**src/shared/poc_regs.svh**
```systemverilog
`ifndef POC_REGS_SVH
`define POC_REGS_SVH
// register numbers as printed, one word index each
`define POC_IDX_OPTIONS      16'h1F9E
`define POC_IDX_OPT_PARAM    16'h1F9F
`define POC_IDX_CLEAR        16'h1FEE
`define POC_IDX_STATUS       16'h1FF0
// bus byte addresses: four bytes per register word
`define POC_ADDR_OPTIONS     16'h7E78
`define POC_ADDR_OPT_PARAM   16'h7E7C
`define POC_ADDR_CLEAR       16'h7FB8
`define POC_ADDR_STATUS      16'h7FC0
// options field positions (bit n of the map is index n-1)
`define POC_OPT_CRC          0
`define POC_OPT_ECHO         1
`define POC_OPT_CRLF         2
`define POC_OPT_TIME_TERM    3
`define POC_OPT_ROUTE_REPL   4
`define POC_OPT_PEER         5
`define POC_OPT_DRV_CTS      6
`define POC_OPT_HALF_DUPLEX  7
`define POC_OPT_SPOOF        8
`define POC_OPT_SPOOF_REG    9
// writable option bits, reserved bits 11..16 read zero
`define POC_OPT_MASK         16'h03FF
`define POC_OPTIONS_RESET    16'h0000
// clear register fixed pattern bits
`define POC_CLR_FIXED_MASK   8'hC0
`define POC_CLR_FIXED_VAL    8'h80
`define POC_CLR_ACT_BITS     5
// health-check translation constants
`define POC_HC_REG           16'h1FFC
`define POC_HC_FUNC          8'h11
`define POC_HC_FUNC_READ     8'h03
`define POC_HC_XLAT_BIT      13
`define POC_HC_RUN_BIT       14
`define POC_ROUTE_SPECIAL    8'hCD
`endif

```
**src/shared/poc_pkg.sv**
```systemverilog
package poc_pkg;
  // port protocol classes decoded from the mode input
  typedef enum logic [3:0] {
    POC_MODE_PEER      = 4'h1,
    POC_MODE_A         = 4'h2,
    POC_MODE_TRANSP    = 4'h4,
    POC_MODE_SHARE     = 4'h5,
    POC_MODE_GATEWAY   = 4'h8,
    POC_MODE_MULTIDROP = 4'h9,
    POC_MODE_MB_HOST   = 4'hA,
    POC_MODE_NET_MAST  = 4'hC,
    POC_MODE_NET_SLAVE = 4'hD
  } poc_mode_type;
  // clear sequencer states
  typedef enum logic [2:0] {
    POC_IDLE = 3'b001,
    POC_BUSY = 3'b010,
    POC_DONE = 3'b100
  } poc_state_type;
endpackage

```
**src/core/poc_port_options.sv**
```systemverilog
// Overview of operation
// option bit 1 picks CRC over BCC
// option bit 2 echoes gateway/transparent/share characters
// bit 2 peer route 205,X uses table
// bit 3 gateway ends CR/LF highlighted
// bit 4 clear also ends on control
// bit 5 peer route replacement and reversal
// bit 6 peer exchange, on-ethernet status
// bit 7 driver follows clear-to-send
// bit 8 receiver off while transmitting
// bit 9 disables remote-net master
// bit 9 clears slave bid queue
// bit 9 translates 8188 read, function 17
// reply: id low byte, bit14, run bit15
// bits 9,10 poll register from next word
// valid clear write runs actions, then clears
// clear bits 1..5 each trigger one action
// software keeps fixed bits, duplicated bytes
// bits 11-16 reserved, bit 10 needs 9
// malformed clear pattern is ignored
//
// The APB slave port was chosen for this implementation.
`include "poc_regs.svh"
`timescale 1ns/1ps
`default_nettype none
module poc_port_options (
  // clock, reset, enable
  input  wire logic        i_clock,
  input  wire logic        i_rst_n,
  input  wire logic        i_enable,
  // apb slave
  input  wire logic        i_psel,
  input  wire logic        i_penable,
  input  wire logic        i_pwrite,
  input  wire logic [15:0] i_paddr,
  input  wire logic [31:0] i_pwdata,
  output logic      [31:0] o_prdata,
  output logic             o_pready,
  output logic             o_pslverr,
  // port context
  input  wire logic [3:0]  i_port_mode,
  input  wire logic        i_cts,
  input  wire logic        i_transmitting,
  input  wire logic [7:0]  i_char,
  // peer route handling
  input  wire logic [7:0]  i_route_first,
  input  wire logic [7:0]  i_route_second,
  input  wire logic [7:0]  i_route_table_entry,
  output logic             o_route_use_table,
  output logic [7:0]       o_route_table_index,
  output logic             o_route_replace,
  // serial behaviour
  output logic             o_use_crc,
  output logic             o_echo,
  output logic             o_term_crlf,
  output logic             o_char_terminates,
  output logic             o_peer_exchange,
  output logic             o_on_ethernet,
  output logic             o_tx_drive_en,
  output logic             o_rx_en,
  // remote-network control
  output logic             o_master_disable,
  output logic             o_slave_queue_clear,
  // health-check translation
  input  wire logic        i_read_valid,
  input  wire logic [15:0] i_read_reg,
  input  wire logic [7:0]  i_read_count,
  input  wire logic        i_id_valid,
  input  wire logic [7:0]  i_slave_id,
  input  wire logic        i_slave_run,
  output logic             o_hc_intercept,
  output logic [7:0]       o_hc_function,
  output logic [15:0]      o_hc_poll_reg,
  output logic [15:0]      o_hc_reply,
  // clear actions, one-cycle pulses
  output logic [4:0]       o_clear_action,
  input  wire logic        i_clear_done
);
  logic [15:0] options_reg, opt_param_reg, clear_reg, hc_reply_reg;
  logic [4:0]  action_reg;
  poc_pkg::poc_state_type state_reg, state_next;

  // apb decode
  // zero wait states: reads are a plain mux, writes land on the access edge
  wire wr_strobe = i_enable & i_psel & i_penable & i_pwrite;
  wire hit_opt   = i_paddr == `POC_ADDR_OPTIONS;
  wire hit_par   = i_paddr == `POC_ADDR_OPT_PARAM;
  wire hit_clr   = i_paddr == `POC_ADDR_CLEAR;
  wire hit_sta   = i_paddr == `POC_ADDR_STATUS;
  wire hit_any   = hit_opt | hit_par | hit_clr | hit_sta;
  assign o_pready  = 1'b1;
  assign o_pslverr = i_psel & i_penable & ~hit_any;

  // clear pattern check: duplicated bytes, fixed bits 7/8
  // a half-written or stray value must never start a bulk clear
  wire [15:0] wv = i_pwdata[15:0];
  // pattern check
  wire clr_valid = (wv[15:8] == wv[7:0]) &&
                   ((wv[7:0] & `POC_CLR_FIXED_MASK) == `POC_CLR_FIXED_VAL);
  wire clr_accept = wr_strobe & hit_clr & clr_valid & (state_reg == poc_pkg::POC_IDLE);

  // read mux, reserved bits zero
  // upper half always reads zero: each register is one 16-bit word
  logic [15:0] rd_mux;
  assign rd_mux = hit_opt ? options_reg :
                  hit_par ? opt_param_reg :
                  hit_clr ? clear_reg :
                  hit_sta ? {13'h0000, state_reg} : 16'h0000;
  assign o_prdata = {16'h0000, rd_mux};

  // options registers
  // param word kept whole: it names a slave register number
  always_ff @(posedge i_clock or negedge i_rst_n) begin
    if (!i_rst_n) begin
      options_reg   <= `POC_OPTIONS_RESET;
      opt_param_reg <= 16'h0000;
    end else if (wr_strobe) begin
      // reserved bits dropped
      if (hit_opt) options_reg <= wv & `POC_OPT_MASK;
      if (hit_par) opt_param_reg <= wv;
    end
  end

  // mode classes, one compare helper for all of them
  function automatic logic mode_is(input logic [3:0] m, input poc_pkg::poc_mode_type c);
    return m == c;
  endfunction
  wire m_peer  = mode_is(i_port_mode, poc_pkg::POC_MODE_PEER);
  wire m_mda   = mode_is(i_port_mode, poc_pkg::POC_MODE_A);
  wire m_mdrop = mode_is(i_port_mode, poc_pkg::POC_MODE_MULTIDROP);
  wire m_bcc   = m_peer | m_mda | m_mdrop;
  wire m_gate  = mode_is(i_port_mode, poc_pkg::POC_MODE_GATEWAY);
  wire m_trn   = mode_is(i_port_mode, poc_pkg::POC_MODE_TRANSP);
  wire m_shr   = mode_is(i_port_mode, poc_pkg::POC_MODE_SHARE);
  wire m_gts   = m_gate | m_trn | m_shr;
  wire m_host  = mode_is(i_port_mode, poc_pkg::POC_MODE_MB_HOST);
  wire m_mast  = mode_is(i_port_mode, poc_pkg::POC_MODE_NET_MAST);
  wire m_slav  = mode_is(i_port_mode, poc_pkg::POC_MODE_NET_SLAVE);
  wire [15:0] op = options_reg;

  // block check type
  assign o_use_crc = m_bcc & op[`POC_OPT_CRC];
  // echo enable
  assign o_echo = m_gts & op[`POC_OPT_ECHO];
  // two-drop route substitution
  assign o_route_use_table = m_peer & op[`POC_OPT_ECHO] &
                             (i_route_first == `POC_ROUTE_SPECIAL);
  // index passes through; the table lookup lives outside this block
  assign o_route_table_index = i_route_second;
  // gateway termination style
  assign o_term_crlf = m_gate & op[`POC_OPT_CRLF];
  // control characters end messages
  // any code below space counts as a control character
  assign o_char_terminates = m_gts & ~op[`POC_OPT_TIME_TERM] & (i_char < 8'h20);
  // route replacement
  assign o_route_replace = m_peer & op[`POC_OPT_ROUTE_REPL];
  // ethernet function and status
  assign o_peer_exchange = op[`POC_OPT_PEER];
  assign o_on_ethernet   = op[`POC_OPT_PEER];
  // transmit driver gating
  // limitation: cts is used as is, with no settle delay
  assign o_tx_drive_en = ~op[`POC_OPT_DRV_CTS] | i_cts;
  // receiver gating
  assign o_rx_en = ~(op[`POC_OPT_HALF_DUPLEX] & i_transmitting);
  // master disable
  assign o_master_disable = m_mast & op[`POC_OPT_SPOOF];
  // slave bid queue clear
  assign o_slave_queue_clear = m_slav & op[`POC_OPT_SPOOF];

  // health-check interception
  wire spoof  = m_host & op[`POC_OPT_SPOOF];
  // bit 10 only counts with bit 9
  wire by_reg = spoof & op[`POC_OPT_SPOOF_REG];
  // intercept single read of 8188
  assign o_hc_intercept = spoof & i_read_valid & (i_read_reg == `POC_HC_REG) &
                          (i_read_count == 8'h01);
  // the register read is only chosen with both bits; bit 10 alone is inert
  assign o_hc_function  = by_reg ? `POC_HC_FUNC_READ : `POC_HC_FUNC;
  assign o_hc_poll_reg  = opt_param_reg;

  // translated reply layout
  logic [15:0] hc_next;
  always_comb begin
    hc_next = {8'h00, i_slave_id};
    hc_next[`POC_HC_XLAT_BIT] = 1'b1;
    hc_next[`POC_HC_RUN_BIT]  = i_slave_run;
  end
  always_ff @(posedge i_clock or negedge i_rst_n) begin
    if (!i_rst_n) hc_reply_reg <= 16'h0000;
    else if (i_enable && i_id_valid) hc_reply_reg <= hc_next;
  end
  assign o_hc_reply = hc_reply_reg;

  // clear sequencer: pulse actions, wait done, clear register
  // writes arriving while busy are dropped, not queued
  // done may come any number of cycles later; busy waits for it
  always_comb begin
    state_next = state_reg;
    unique case (state_reg)
      poc_pkg::POC_IDLE: if (clr_accept) state_next = poc_pkg::POC_BUSY;
      poc_pkg::POC_BUSY: if (i_clear_done) state_next = poc_pkg::POC_DONE;
      poc_pkg::POC_DONE: state_next = poc_pkg::POC_IDLE;
      default:           state_next = poc_pkg::POC_IDLE;
    endcase
  end
  always_ff @(posedge i_clock or negedge i_rst_n) begin
    if (!i_rst_n) begin
      state_reg  <= poc_pkg::POC_IDLE;
      clear_reg  <= 16'h0000;
      action_reg <= 5'h00;
    end else if (i_enable) begin
      state_reg <= state_next;
      // one action per bit
      action_reg <= clr_accept ? wv[`POC_CLR_ACT_BITS-1:0] : 5'h00;
      // hold then self-clear
      if (clr_accept) clear_reg <= wv;
      else if (state_reg == poc_pkg::POC_DONE) clear_reg <= 16'h0000;
    end
  end
  assign o_clear_action = action_reg;
endmodule // poc_port_options
`default_nettype wire

```
**config.mk**
```make
export PLATFORM = sky130hd
export DESIGN_NAME = poc_port_options
export DESIGN_NICKNAME = d
export VERILOG_FILES = /design/src/shared/poc_pkg.sv /design/src/core/poc_port_options.sv
export VERILOG_INCLUDE_DIRS = /design/src /design/src/shared
export SDC_FILE = /design/constraint.sdc
export NUM_CORES = 1
export LEC_CHECK = 0
export BUFFER_PORTS_ARGS = -buffer_cell sky130_fd_sc_hd__clkbuf_2
export CORE_MARGIN = 1
export CORE_UTILIZATION = 35
export CTS_CLUSTER_SIZE = 25
export DETAILED_ROUTE_END_ITERATION = 10
export GPL_TIMING_DRIVEN = 0
export HOLD_SLACK_MARGIN = 0.15
export PLACE_DENSITY = 0.73
export SLEW_MARGIN = 30
export SYNTH_ARGS = -nofsm -noshare
export SYNTH_HDL_FRONTEND = slang
export SYNTH_SLANG_ARGS = --single-unit
```
**constraint.sdc**
```tcl
create_clock -name i_clock -period 1.95 [get_ports i_clock]
set_clock_uncertainty 0.1 [all_clocks]
set_input_delay 0.0975 -clock i_clock [delete_from_list [all_inputs] [get_ports i_clock]]
set_output_delay 0.0975 -clock i_clock [all_outputs]
set_load 0.005 [all_outputs]
```
==> results.md, run 1 <==
| Step | Metric | Value |
|:---|:---|:---|
| status | Run status | finished with violations |
| status | Failing checks | design-rule violations |
| synthesis | Cell Area, Synth | 3236 um2 |
| layout | Number of inserted diodes | 0 |
| worst setup path | Req. time, crit path | 2.12 ns |
| die | Area of the placeable core | 8848 um2 |
| synthesis | Most common library cells after synthesis | dfrtp_1 (59), buf_4 (40), mux2_2 (35) |
| grt | Sum of overflow across all layers after global routing | 0 |
| drt | Antenna-violating nets left | 0 |
| layout | Final core occ | 55.39% |
| power | Worst IR drop on VDD | 0.0004349 V |
| power | Relative contribution of sequential cells to total power | 46.9% |
| synthesis | Part of the Yosys area used for sequential elements | 46.44% |
| synthesis | Largest area contributor in the synthesized netlist | dfrtp_1 |
| cts | Deepest level of the CTS H-tree | 3 |
| worst setup path | Critical-path cell list | nand4b_1 -> or4_4 -> nor4_4 -> and2b_2 -> buf_6 -> a22o_1 |
| worst setup path | Crit path arrival time | 2.09 ns |
| drt | Routed vias | 3062 |
| die | Starting Density | 36.57% |
| layout | Layout cell share with drive strength beyond 1 | 51.31% |
| cts | Clock transition at the register clock pins on the worst setup and hold paths after CTS | 0.07 ns |
| cts | Total clock buffers created by CTS | 9 |
| flow run | Max cap viols | 0 |
| sta | Post-route setup TNS | 0 ns |
| synthesis | Number of enable flip-flop cells after synthesis | 0 |
| power | Clock network power share | 38.5% |
| synthesis | Adder-cell share of the synthesized area | 0% |
| drt | Avg Vias per Cell | 4.769 |
| cts | Number of clock sinks | 60 |
| synthesis | Post-synthesis share of cell area spent on and, or, nand and nor gates | 14.77% |
| sta | Unrepaired setup endpoints after global routing | true |
| placement | Final weighted congestion in routability-driven placement | 0.8023 |
| hold path | Launch instance of the worst min-delay path | i_id_valid |
| die | Number of primary I/O pins | 228 |
| sta | Pin slew with the least headroom to its limit | 0.8969 ns |
| power | Leak Pwr | 2.646 nW |
| synthesis | XOR/XNOR share of the synthesized area | 1.624% |
| worst setup path | Slowest cell on crit path | dfstp_2 |
| worst setup path | Setup crit end kind | register |
| sta | Time the final worst path needs with I/O delays and setup | 1.914 ns |
| hold path | Hold Crit Class | in2reg |
| worst setup path | Critical path fanouts, max | 10 |
| worst setup path | Startpoint type of the worst setup path | register |
| sta | Worst slew slack as a fraction of its limit | 40.21% |
| grt | Vias in the first global route | 3144 |
| sta | Final setup vio count | 0 |
| synthesis | Gate count of the mapped netlist | 290 |
| power | Combinational Power Share | 14.6% |
| layout | Count of placed standard cells in the final layout, fillers left out | 642 |
| drt | Pre-antenna DRT Iters | 10 |
| synthesis | Number of warnings printed during yosys synthesis | 0 |
| drt | DRC violation count after routing | 5 |
| drt | Post-detailed-routing wire length | 9468 um |
| synthesis | Post-synthesis mux area share | 15.27% |
| synthesis | Synth Area in Compound Gates | 10.32% |
| die | Std cell rows | 34 |
| synthesis | Top flip-flop cell by instance count after synthesis | dfrtp_1 |
| power | Power Dens Cells | 560.9 nW/um2 |
| sta | Final Slew Violations | 0 |
| power | Net switching power | 0.6609 mW |
| synthesis | Async set-or-reset flop fraction in the synthesized netlist | 100.0% |
| worst setup path | Launch point of the worst reg-to-reg path | state_reg[0] |
| worst setup path | Crit-path max cell delay | 0.53 ns |
| sta | Final period utilization | 98.15% |
| synthesis | Dominant cells by area after synthesis | dfrtp_1 (46%), mux2_2 (12%), buf_4 (9.3%) |
| placement | Port Buffers | 161 |
| worst setup path | Setup Crit Path Kind | reg2reg |
| placement | Number of placed instances with taps included | 587 |
| grt | Overall global routing resource usage | 19.91% |
| power | Sw Ratio | 24.04% |
| worst setup path | Buf+Inv Stages, Crit Path | 1 |
| die | DIE AREA | 9633 um2 |
| grt | Number of antenna violations at the first check in global routing | 0 |
| cts | Max Root-Sink Buffers | 2 |
| grt | Pin count of the biggest net entering global routing | 35 |
| drt | Number of violations reported at the end of detailed-routing iteration 0 | 84 |
| die | Floorplan die height | 98.15 um |
| placement | Sum of net half-perimeters after detailed placement | 6956 um |
| layout | Number of nets in the final layout | 657 |
| synthesis | Number of different library cells in the post-synthesis netlist | 41 |
| worst setup path | Family with the most delay on the worst path | simple AND/OR/NAND/NOR gates |
| synthesis | Main combinational cell family by area after synthesis | multiplexers |
| synthesis | Seq cells post-synth | 60 |
| sta | Max frequency | 522.5 MHz |
| worst setup path | Launching element of the worst setup path | state_reg[0] |
| cts | CTS tree | done |
| placement | Total placed instance area | 4300 um2 |
| cts | CTS root buf | clkbuf_8 |
| sta | Count of endpoints failing hold in the final timing report | 0 |
| sta | Worst Hold Margin | 0.1705 ns |
| grt | Wire length of the first global-routing pass | 14990 um |
| layout | Fill cell total of the finished layout | 789 |
| synthesis | Most frequent cell after synthesis | dfrtp_1 |
| die | Die outline width | 98.15 um |
| synthesis | Average cell area after synthesis | 11.16 um2 |
| drt | Average detailed-routed wire length per instance | 14.75 um |
| power | Design internal power | 2.088 mW |
| layout | Post-route cell area | 4901 um2 |
| synthesis | Share of Yosys cell area claimed by the top area cell type | 45.63% |
| cts | Clk Latency, worst-skew pair | 0.33 ns |
| layout | Growth of design area from synthesis to finish | 51.47% |
final cells by class:
class	instances	area, um2	area share, %
multi-input cells	204	1499	30.58
clock buffers	11	131.4	2.681
repair buffers	201	1207	24.64
clock inverters	5	52.55	1.072
well taps	108	135.1	2.757
plain buffers	48	352.8	7.199
flip-flops and latches	60	1504	30.69
inverters	5	18.77	0.3829
cells in the final DEF, fill, tap and decap left out, drive strengths merged, types with 5 or more instances in the layout:
cell,instances
mux2i,10
o21ai,13
dlygate4sd3,33
buf,51
inv,5
and2,5
a22o,23
nand2,18
clkbuf,176
mux2,35
nor4,6
conb,29
nand4,7
nand2b,8
dfrtp,59
nor2,9
what timing repair did:
item,4_1_cts,5_1_grt
endpoints found under the hold margin,115,0
setup endpoints to repair,34,35
gates resized for setup,6,5
pin swaps,1,4
buffers inserted,2,4
hold buffers,33,0
through the flow:
| step | setup WS [ns] | power [mW] |
|---|---|---|
| after global placement | -0.3986 | 1.634 |
| after global routing | -0.05202 | 2.876 |
| after floorplan | 0.03493 | 1.454 |
| after CTS | 0.004124 | 2.777 |
| after detailed placement | -0.4113 | 1.650 |
| final | 0.03601 | 2.749 |
metal layers:
| layer | wire length [um] | vias to the layer above | global-route usage [%] |
|---|---|---|---|
| li1 | - | 1461 | - |
| met1 | 3923 | 1458 | 22.84 |
| met2 | 4747 | 135 | 35.86 |
| met3 | 680 | 8 | 6.514 |
| met4 | 116 | 0 | 4.707 |
| met5 | 0 | - | 0 |
cells by family after synthesis:
| group | after synthesis |
|---|---|
| DFF | 60 |
| and+or+nand+nor | 79 |
| buffers and inverters | 53 |
| other | 2 |
| xor gates and xnor gates | 6 |
| AOI/OAI and AO/OA | 45 |
| muxes | 45 |
power by group through the flow:
stage | registers [mW] | logic [mW] | clock network (mW)
after floorplan | 1.31 | 0.143 | 0
after global placement | 1.31 | 0.326 | 0
after detailed placement | 1.31 | 0.341 | 0
after CTS | 1.29 | 0.397 | 1.09
after global routing | 1.29 | 0.437 | 1.15
final | 1.29 | 0.402 | 1.06
final timing paths:
path | depth (start not counted) | slack (ns) | endpoint
min in group asynchronous | 2 | 0.23 | state_reg[0]
hold reg to reg | 1 | 0.40 | clear_reg[0]
setup / recovery | 6 | 0.04 | o_clear_action[4]
max in group asynchronous | 3 | 0.28 | state_reg[2]
hold / removal | 3 | 0.17 | o_hc_reply[13]
setup reg to reg | 6 | 0.04 | o_clear_action[4]
tightest hold or removal path: cells and delay by family:
kind	cells	cell delay (ns)
buf+inv	1	0.08
simple gates	2	0.39
(Power assumes the default switching activity.)
==> inputs of run 2 (changes only) <==
--- a/config.mk
+++ b/config.mk
@@ -9,6 +9,7 @@
 export BUFFER_PORTS_ARGS = -buffer_cell sky130_fd_sc_hd__clkbuf_2
 export CORE_MARGIN = 1
 export CORE_UTILIZATION = 35
+export CTS_BUF_LIST = sky130_fd_sc_hd__clkbuf_8
 export CTS_CLUSTER_SIZE = 25
 export DETAILED_ROUTE_END_ITERATION = 10
 export GPL_TIMING_DRIVEN = 0
==> results.md, run 2 (synthesis results as in run 1) <==
| Step | Metric | Value |
|:---|:---|:---|
| status | Run status | finished with violations |
| status | Failing checks | design-rule violations |
| sta | Time the final worst path needs with I/O delays and setup | 1.913 ns |
| cts | Max Root-Sink Buffers | 2 |
| worst setup path | Req. time, crit path | 2.12 ns |
| worst setup path | Startpoint type of the worst setup path | register |
| sta | Count of endpoints failing hold in the final timing report | 0 |
| sta | Worst slew slack as a fraction of its limit | 40.53% |
| grt | Overall global routing resource usage | 19.96% |
| sta | Setup slack after layout | 0.03686 ns |
| grt | Most crowded layer after global routing | met2 |
| die | Area of the placeable core | 8848 um2 |
| placement | Number of placed instances with taps included | 587 |
| die | Floorplan die height | 98.15 um |
| drt | Average detailed-routed wire length per instance | 14.75 um |
| drt | Routed vias | 3045 |
| sta | Unrepaired setup endpoints after global routing | true |
| sta | Final period utilization | 98.11% |
| flow run | Max cap viols | 0 |
| layout | Leading cell type in the layout, fill and taps excluded | clkbuf_2 |
| die | Number of primary I/O pins | 228 |
| power | Clock network power share | 38.2% |
| worst setup path | Setup Crit Path Kind | reg2reg |
| worst setup path | Length in cells of the worst reg-to-reg path | 6 |
| grt | GRT met1 Usage | 22.84% |
| sta | Final Slew Violations | 0 |
| layout | Number of nets in the final layout | 657 |
| sta | Final setup vio count | 0 |
| cts | Total clock buffers created by CTS | 9 |
| sta | Max frequency | 522.7 MHz |
| layout | Number of inserted diodes | 0 |
| grt | GR met2 Demand/Resource | 36.02% |
| hold path | Number of cells on the worst hold path | 3 |
| grt | Number of antenna violations at the first check in global routing | 0 |
| power | Leak Pwr | 2.654 nW |
| die | Die outline width | 98.15 um |
| drt | Antenna-violating nets left | 0 |
| worst setup path | Crit-path max cell delay | 0.53 ns |
| cts | CTS root buf | clkbuf_8 |
| die | Starting Density | 36.57% |
| worst setup path | Critical path fanouts, max | 10 |
| grt | Sum of overflow across all layers after global routing | 0 |
| layout | Growth of design area from synthesis to finish | 51.47% |
| drt | Number of violations reported at the end of detailed-routing iteration 0 | 102 |
| grt | Pin count of the biggest net entering global routing | 35 |
| drt | Post-detailed-routing wire length | 9469 um |
| drt | Avg Vias per Cell | 4.743 |
| layout | Final core occ | 55.39% |
| power | Combinational Power Share | 14.7% |
| placement | Port Buffers | 161 |
| grt | Vias in the first global route | 3158 |
| sta | Post-route setup TNS | 0 ns |
| worst setup path | Slowest cell on crit path | dfstp_2 |
| worst setup path | Crit path arrival time | 2.09 ns |
| power | Worst IR drop on VDD | 0.0004353 V |
| power | Power Dens Cells | 558.2 nW/um2 |
| power | Sw Ratio | 24.06% |
| die | DIE AREA | 9633 um2 |
| drt | Pre-antenna DRT Iters | 10 |
| drt | DRC violation count after routing | 5 |
| worst setup path | Setup crit end kind | register |
| power | Net switching power | 0.6582 mW |
| die | Std cell rows | 34 |
| layout | Layout cell share with drive strength beyond 1 | 51.31% |
| placement | Final weighted congestion in routability-driven placement | 0.8023 |
| layout | Commonest cells after routing, fill and taps aside | clkbuf_2 (161), dfrtp_1 (58), buf_4 (44) |
| cts | Number of clock sinks | 60 |
| sta | Worst Hold Margin | 0.1708 ns |
| grt | Wire length of the first global-routing pass | 15020 um |
| placement | Sum of net half-perimeters after detailed placement | 6956 um |
| power | Design internal power | 2.077 mW |
| cts | CTS tree | done |
| sta | Pin slew with the least headroom to its limit | 0.8920 ns |
| cts | Clk Latency, worst-skew pair | 0.33 ns |
| cts | Clock transition at the register clock pins on the worst setup and hold paths after CTS | 0.07 ns |
| layout | Count of placed standard cells in the final layout, fillers left out | 642 |
| worst setup path | Reg2Reg Setup Slack | 0.04 ns |
| cts | Deepest level of the CTS H-tree | 3 |
| hold path | Hold Crit Class | in2reg |
| worst setup path | Critical-path cell list | nand4b_1 -> or4_4 -> nor4_4 -> and2b_2 -> buf_6 -> a22o_1 |
| power | Relative contribution of sequential cells to total power | 47.1% |
| grt | Met3 usage in global routing | 6.514% |
| placement | Pre-CTS worst setup slack | -0.4113 ns |
run 2: cell types whose count changed in the layout (fill, tap and decap cells not counted), sizes merged:
cell,before,now
clkbuf,176,174
inv,5,7
run 2: worst max-delay path: cells and delay by family (launching register included):
family / cells / cell delay [ns]
AND/OR/NAND/NOR: 4 / 0.92
flip-flops: 1 / 0.53
buffers and inverters: 1 / 0.15
AO/OA/AOI/OAI: 1 / 0.15
run 2: area by class of cell:
class | instances | area (um2)
fill | 789 | 3948
clock inverter | 7 | 60.06
inverter | 5 | 18.77
buffer | 48 | 352.8
clock buffer | 9 | 123.9
multi-input combinational | 204 | 1499
sequential | 60 | 1504
timing repair buffer | 201 | 1207
tap | 108 | 135.1
run 2: timing repair:
item | 4_1_cts | 5_1_grt
pin swaps | 1 | 4
setup endpoints to repair | 34 | 35
gates resized for setup | 6 | 5
buffers inserted | 2 | 4
hold buffers | 33 | 0
endpoints found under the hold margin | 115 | 0
gates cloned | 0 | 0
run 2: worst paths after layout:
check	startpoint	endpoint
worst min register to register	clear_reg[0]	clear_reg[0]
min in group asynchronous	i_rst_n	state_reg[0]
max in group asynchronous	i_rst_n	state_reg[2]
worst max-delay path	state_reg[0]	o_clear_action[4]
worst min-delay path	i_id_valid	o_hc_reply[13]
worst max register to register	state_reg[0]	o_clear_action[4]
run 2: layer usage:
layer,wire (um),part of all wire [%]
met1,3839,41
met2,4752,50
met3,760,8.0
met4,116,1.2
met5,0,0
run 2: power groups by stage:
stage | combinational [mW] | sequential [mW] | clock [mW]
6_report | 0.402 | 1.29 | 1.04
5_1_grt | 0.437 | 1.29 | 1.14
4_1_cts | 0.397 | 1.29 | 1.08
3_5_place_dp | 0.341 | 1.31 | 0
3_3_place_gp | 0.326 | 1.31 | 0
2_1_floorplan | 0.143 | 1.31 | 0
run 2: stage by stage:
stage	area, um2	total power [mW]
4_1_cts	4850	2.768
6_report	4901	2.735
3_5_place_dp	4300	1.650
2_1_floorplan	3337	1.454
5_1_grt	4901	2.868
3_3_place_gp	4278	1.634
==> inputs of run 3 (changes only) <==
--- a/config.mk
+++ b/config.mk
@@ -7,14 +7,16 @@
 export NUM_CORES = 1
 export LEC_CHECK = 0
 export BUFFER_PORTS_ARGS = -buffer_cell sky130_fd_sc_hd__clkbuf_2
+export CELL_PAD_IN_SITES_DETAIL_PLACEMENT = 0
+export CELL_PAD_IN_SITES_GLOBAL_PLACEMENT = 1
 export CORE_MARGIN = 1
-export CORE_UTILIZATION = 35
+export CORE_UTILIZATION = 27
 export CTS_BUF_LIST = sky130_fd_sc_hd__clkbuf_8
 export CTS_CLUSTER_SIZE = 25
 export DETAILED_ROUTE_END_ITERATION = 10
 export GPL_TIMING_DRIVEN = 0
 export HOLD_SLACK_MARGIN = 0.15
-export PLACE_DENSITY = 0.73
+export PLACE_DENSITY = 0.78
 export SLEW_MARGIN = 30
 export SYNTH_ARGS = -nofsm -noshare
 export SYNTH_HDL_FRONTEND = slang
==> results.md, run 3 (synthesis results as in run 1) <==
| Step | Metric | Value |
|:---|:---|:---|
| grt | Vias in the first global route | 3036 |
| worst setup path | Crit path arrival time | 2.16 ns |
| die | Std cell rows | 39 |
| layout | Growth of design area from synthesis to finish | 54.64% |
| worst setup path | Slowest cell on crit path | dfstp_2 |
| status | Run status | finished with violations |
| placement | Final weighted congestion in routability-driven placement | 0.8112 |
| sta | Final period utilization | 102.1% |
| sta | Count of endpoints failing hold in the final timing report | 0 |
| placement | Total placed instance area | 4344 um2 |
| placement | Pre-CTS worst setup slack | -0.4188 ns |
| sta | Time the final worst path needs with I/O delays and setup | 1.991 ns |
| grt | Sum of overflow across all layers after global routing | 0 |
| layout | Layout cell share with drive strength beyond 1 | 51.78% |
| hold path | Hold Crit Class | in2reg |
| cts | CTS root buf | clkbuf_8 |
| power | Leak Pwr | 2.690 nW |
| cts | Clk Latency, worst-skew pair | 0.32 ns |
| die | Number of primary I/O pins | 228 |
| cts | Max Root-Sink Buffers | 2 |
| grt | Number of antenna violations at the first check in global routing | 0 |
| power | Power Dens Cells | 582.6 nW/um2 |
| grt | Wire length of the first global-routing pass | 15400 um |
| worst setup path | Setup Crit Path Kind | reg2reg |
| worst setup path | Launch point of the worst reg-to-reg path | state_reg[0] |
| grt | Pin count of the biggest net entering global routing | 38 |
| worst setup path | Critical-path cell list | nand4b_1 -> or4_4 -> nor4_4 -> and2b_2 -> clkbuf_16 -> a22o_1 |
| sta | Final setup vio count | 20 |
| worst setup path | Length in cells of the worst reg-to-reg path | 6 |
| layout | Number of inserted diodes | 0 |
| drt | DRC violation count after routing | 16 |
| drt | Antenna-violating nets left | 0 |
| hold path | Launch instance of the worst min-delay path | i_id_valid |
| sta | Worst slew slack as a fraction of its limit | 40.02% |
| sta | Pin slew with the least headroom to its limit | 0.8997 ns |
| layout | Combined area of the multi-input logic cells | 1494 um2 |
| placement | Port Buffers | 161 |
| layout | Commonest cells after routing, fill and taps aside | clkbuf_2 (160), dfrtp_1 (58), buf_4 (45) |
| worst setup path | Capturing point of the worst reg2reg path | o_clear_action[1] |
| cts | Clock transition at the register clock pins on the worst setup and hold paths after CTS | 0.07 ns |
| cts | Total clock buffers created by CTS | 9 |
| status | Failing checks | design-rule violations, negative setup slack |
| grt | Overall global routing resource usage | 15.79% |
| placement | Number of placed instances with taps included | 622 |
| cts | Deepest level of the CTS H-tree | 3 |
| cts | Number of clock sinks | 60 |
| worst setup path | Reg2Reg Setup Slack | -0.04 ns |
| die | DIE AREA | 12430 um2 |
| layout | Count of placed standard cells in the final layout, fillers left out | 678 |
| die | Area of the placeable core | 11560 um2 |
| sta | Unrepaired setup endpoints after global routing | true |
| worst setup path | Critical path fanouts, max | 5 |
| power | Design Power | 2.915 mW |
| worst setup path | Setup crit end kind | register |
| cts | CTS tree | done |
| drt | Post-detailed-routing wire length | 9832 um |
| drt | Average detailed-routed wire length per instance | 14.50 um |
| layout | Combined flip-flop and latch cell area | 1504 um2 |
| layout | Post-route cell area | 5004 um2 |
| drt | Pre-antenna DRT Iters | 11 |
| die | Floorplan die height | 111.5 um |
| drt | Number of violations reported at the end of detailed-routing iteration 0 | 139 |
| sta | Setup slack after layout | -0.04072 ns |
| hold path | Number of cells on the worst hold path | 3 |
| drt | Avg Vias per Cell | 4.479 |
| worst setup path | Crit-path max cell delay | 0.53 ns |
| flow run | Max cap viols | 0 |
| placement | Sum of net half-perimeters after detailed placement | 7284 um |
| sta | Final Slew Violations | 0 |
| layout | Fill cell total of the finished layout | 1158 |
| power | Worst IR drop on VDD | 0.0003832 V |
| die | Starting Density | 27.98% |
| hold path | Sink of the worst hold path | o_hc_reply[13] |
| layout | Number of nets in the final layout | 658 |
| worst setup path | Startpoint type of the worst setup path | register |
| worst setup path | Launching element of the worst setup path | state_reg[0] |
| die | Die outline width | 111.5 um |
| worst setup path | Req. time, crit path | 2.12 ns |
| drt | Routed vias | 3037 |
| layout | Leading cell type in the layout, fill and taps excluded | clkbuf_2 |
| sta | Max frequency | 502.3 MHz |
[run 3: how the worst max path moves through the flow]
stage	cells after the start	end
final	6	o_clear_action[1]
after global routing	6	clear_reg[2]
after CTS	6	clear_reg[2]
after detailed placement	8	o_prdata[8]
after global placement	8	o_prdata[3]
after floorplan	6	clear_reg[13]
[run 3: timing repair]
item / 4_1_cts / 5_1_grt
pin swaps: 2 / 12
hold buffers: 30 / 2
hold endpoints to repair: 115 / 6
buffers inserted: 3 / 4
resized for setup: 8 / 6
setup endpoints to repair: 35 / 37
gates cloned: 0 / 2
[run 3: layout make-up]
class | count | area share [%]
flip-flops and latches | 60 | 30.06
clock inverters | 6 | 1.600
plain buffers | 48 | 7.127
repair buffers | 202 | 24.66
inverters | 5 | 0.3751
clock buffers | 10 | 2.751
multi-input cells | 204 | 29.86
well taps | 143 | 3.576
[run 3: where the power goes]
part	internal [mW]	total, mW	switching, mW
sequential	1.27	1.29	0.0150
clock	0.743	1.23	0.487
combinational	0.229	0.398	0.169
total	2.24	2.91	0.671
[run 3: metrics by stage]
stage,util [%],setup TNS [ns],hold WS (ns)
floorplan,-,0,-0.2981
global placement,37.37,-6.731,0.2293
detailed placement,37.56,-8.810,-0.04510
CTS,42.48,-1.015,-0.02165
global route,43.27,-2.093,0.2047
finish,43.27,-0.3928,0.1683
[run 3: worst max-delay path, delay by kind of cell, from the launching register on]
| family | cells | cell delay (ns) |
|---|---|---|
| AOI/OAI and AO/OA | 1 | 0.11 |
| buffers and inverters | 1 | 0.18 |
| and+or+nand+nor | 4 | 1.00 |
| DFF | 1 | 0.53 |
[run 3: per-layer routing]
metal	global-route usage, %	routed length [um]
met4	3.333	68
met5	0	0
met1	18.91	4320
met2	27.50	4811
met3	5.280	632
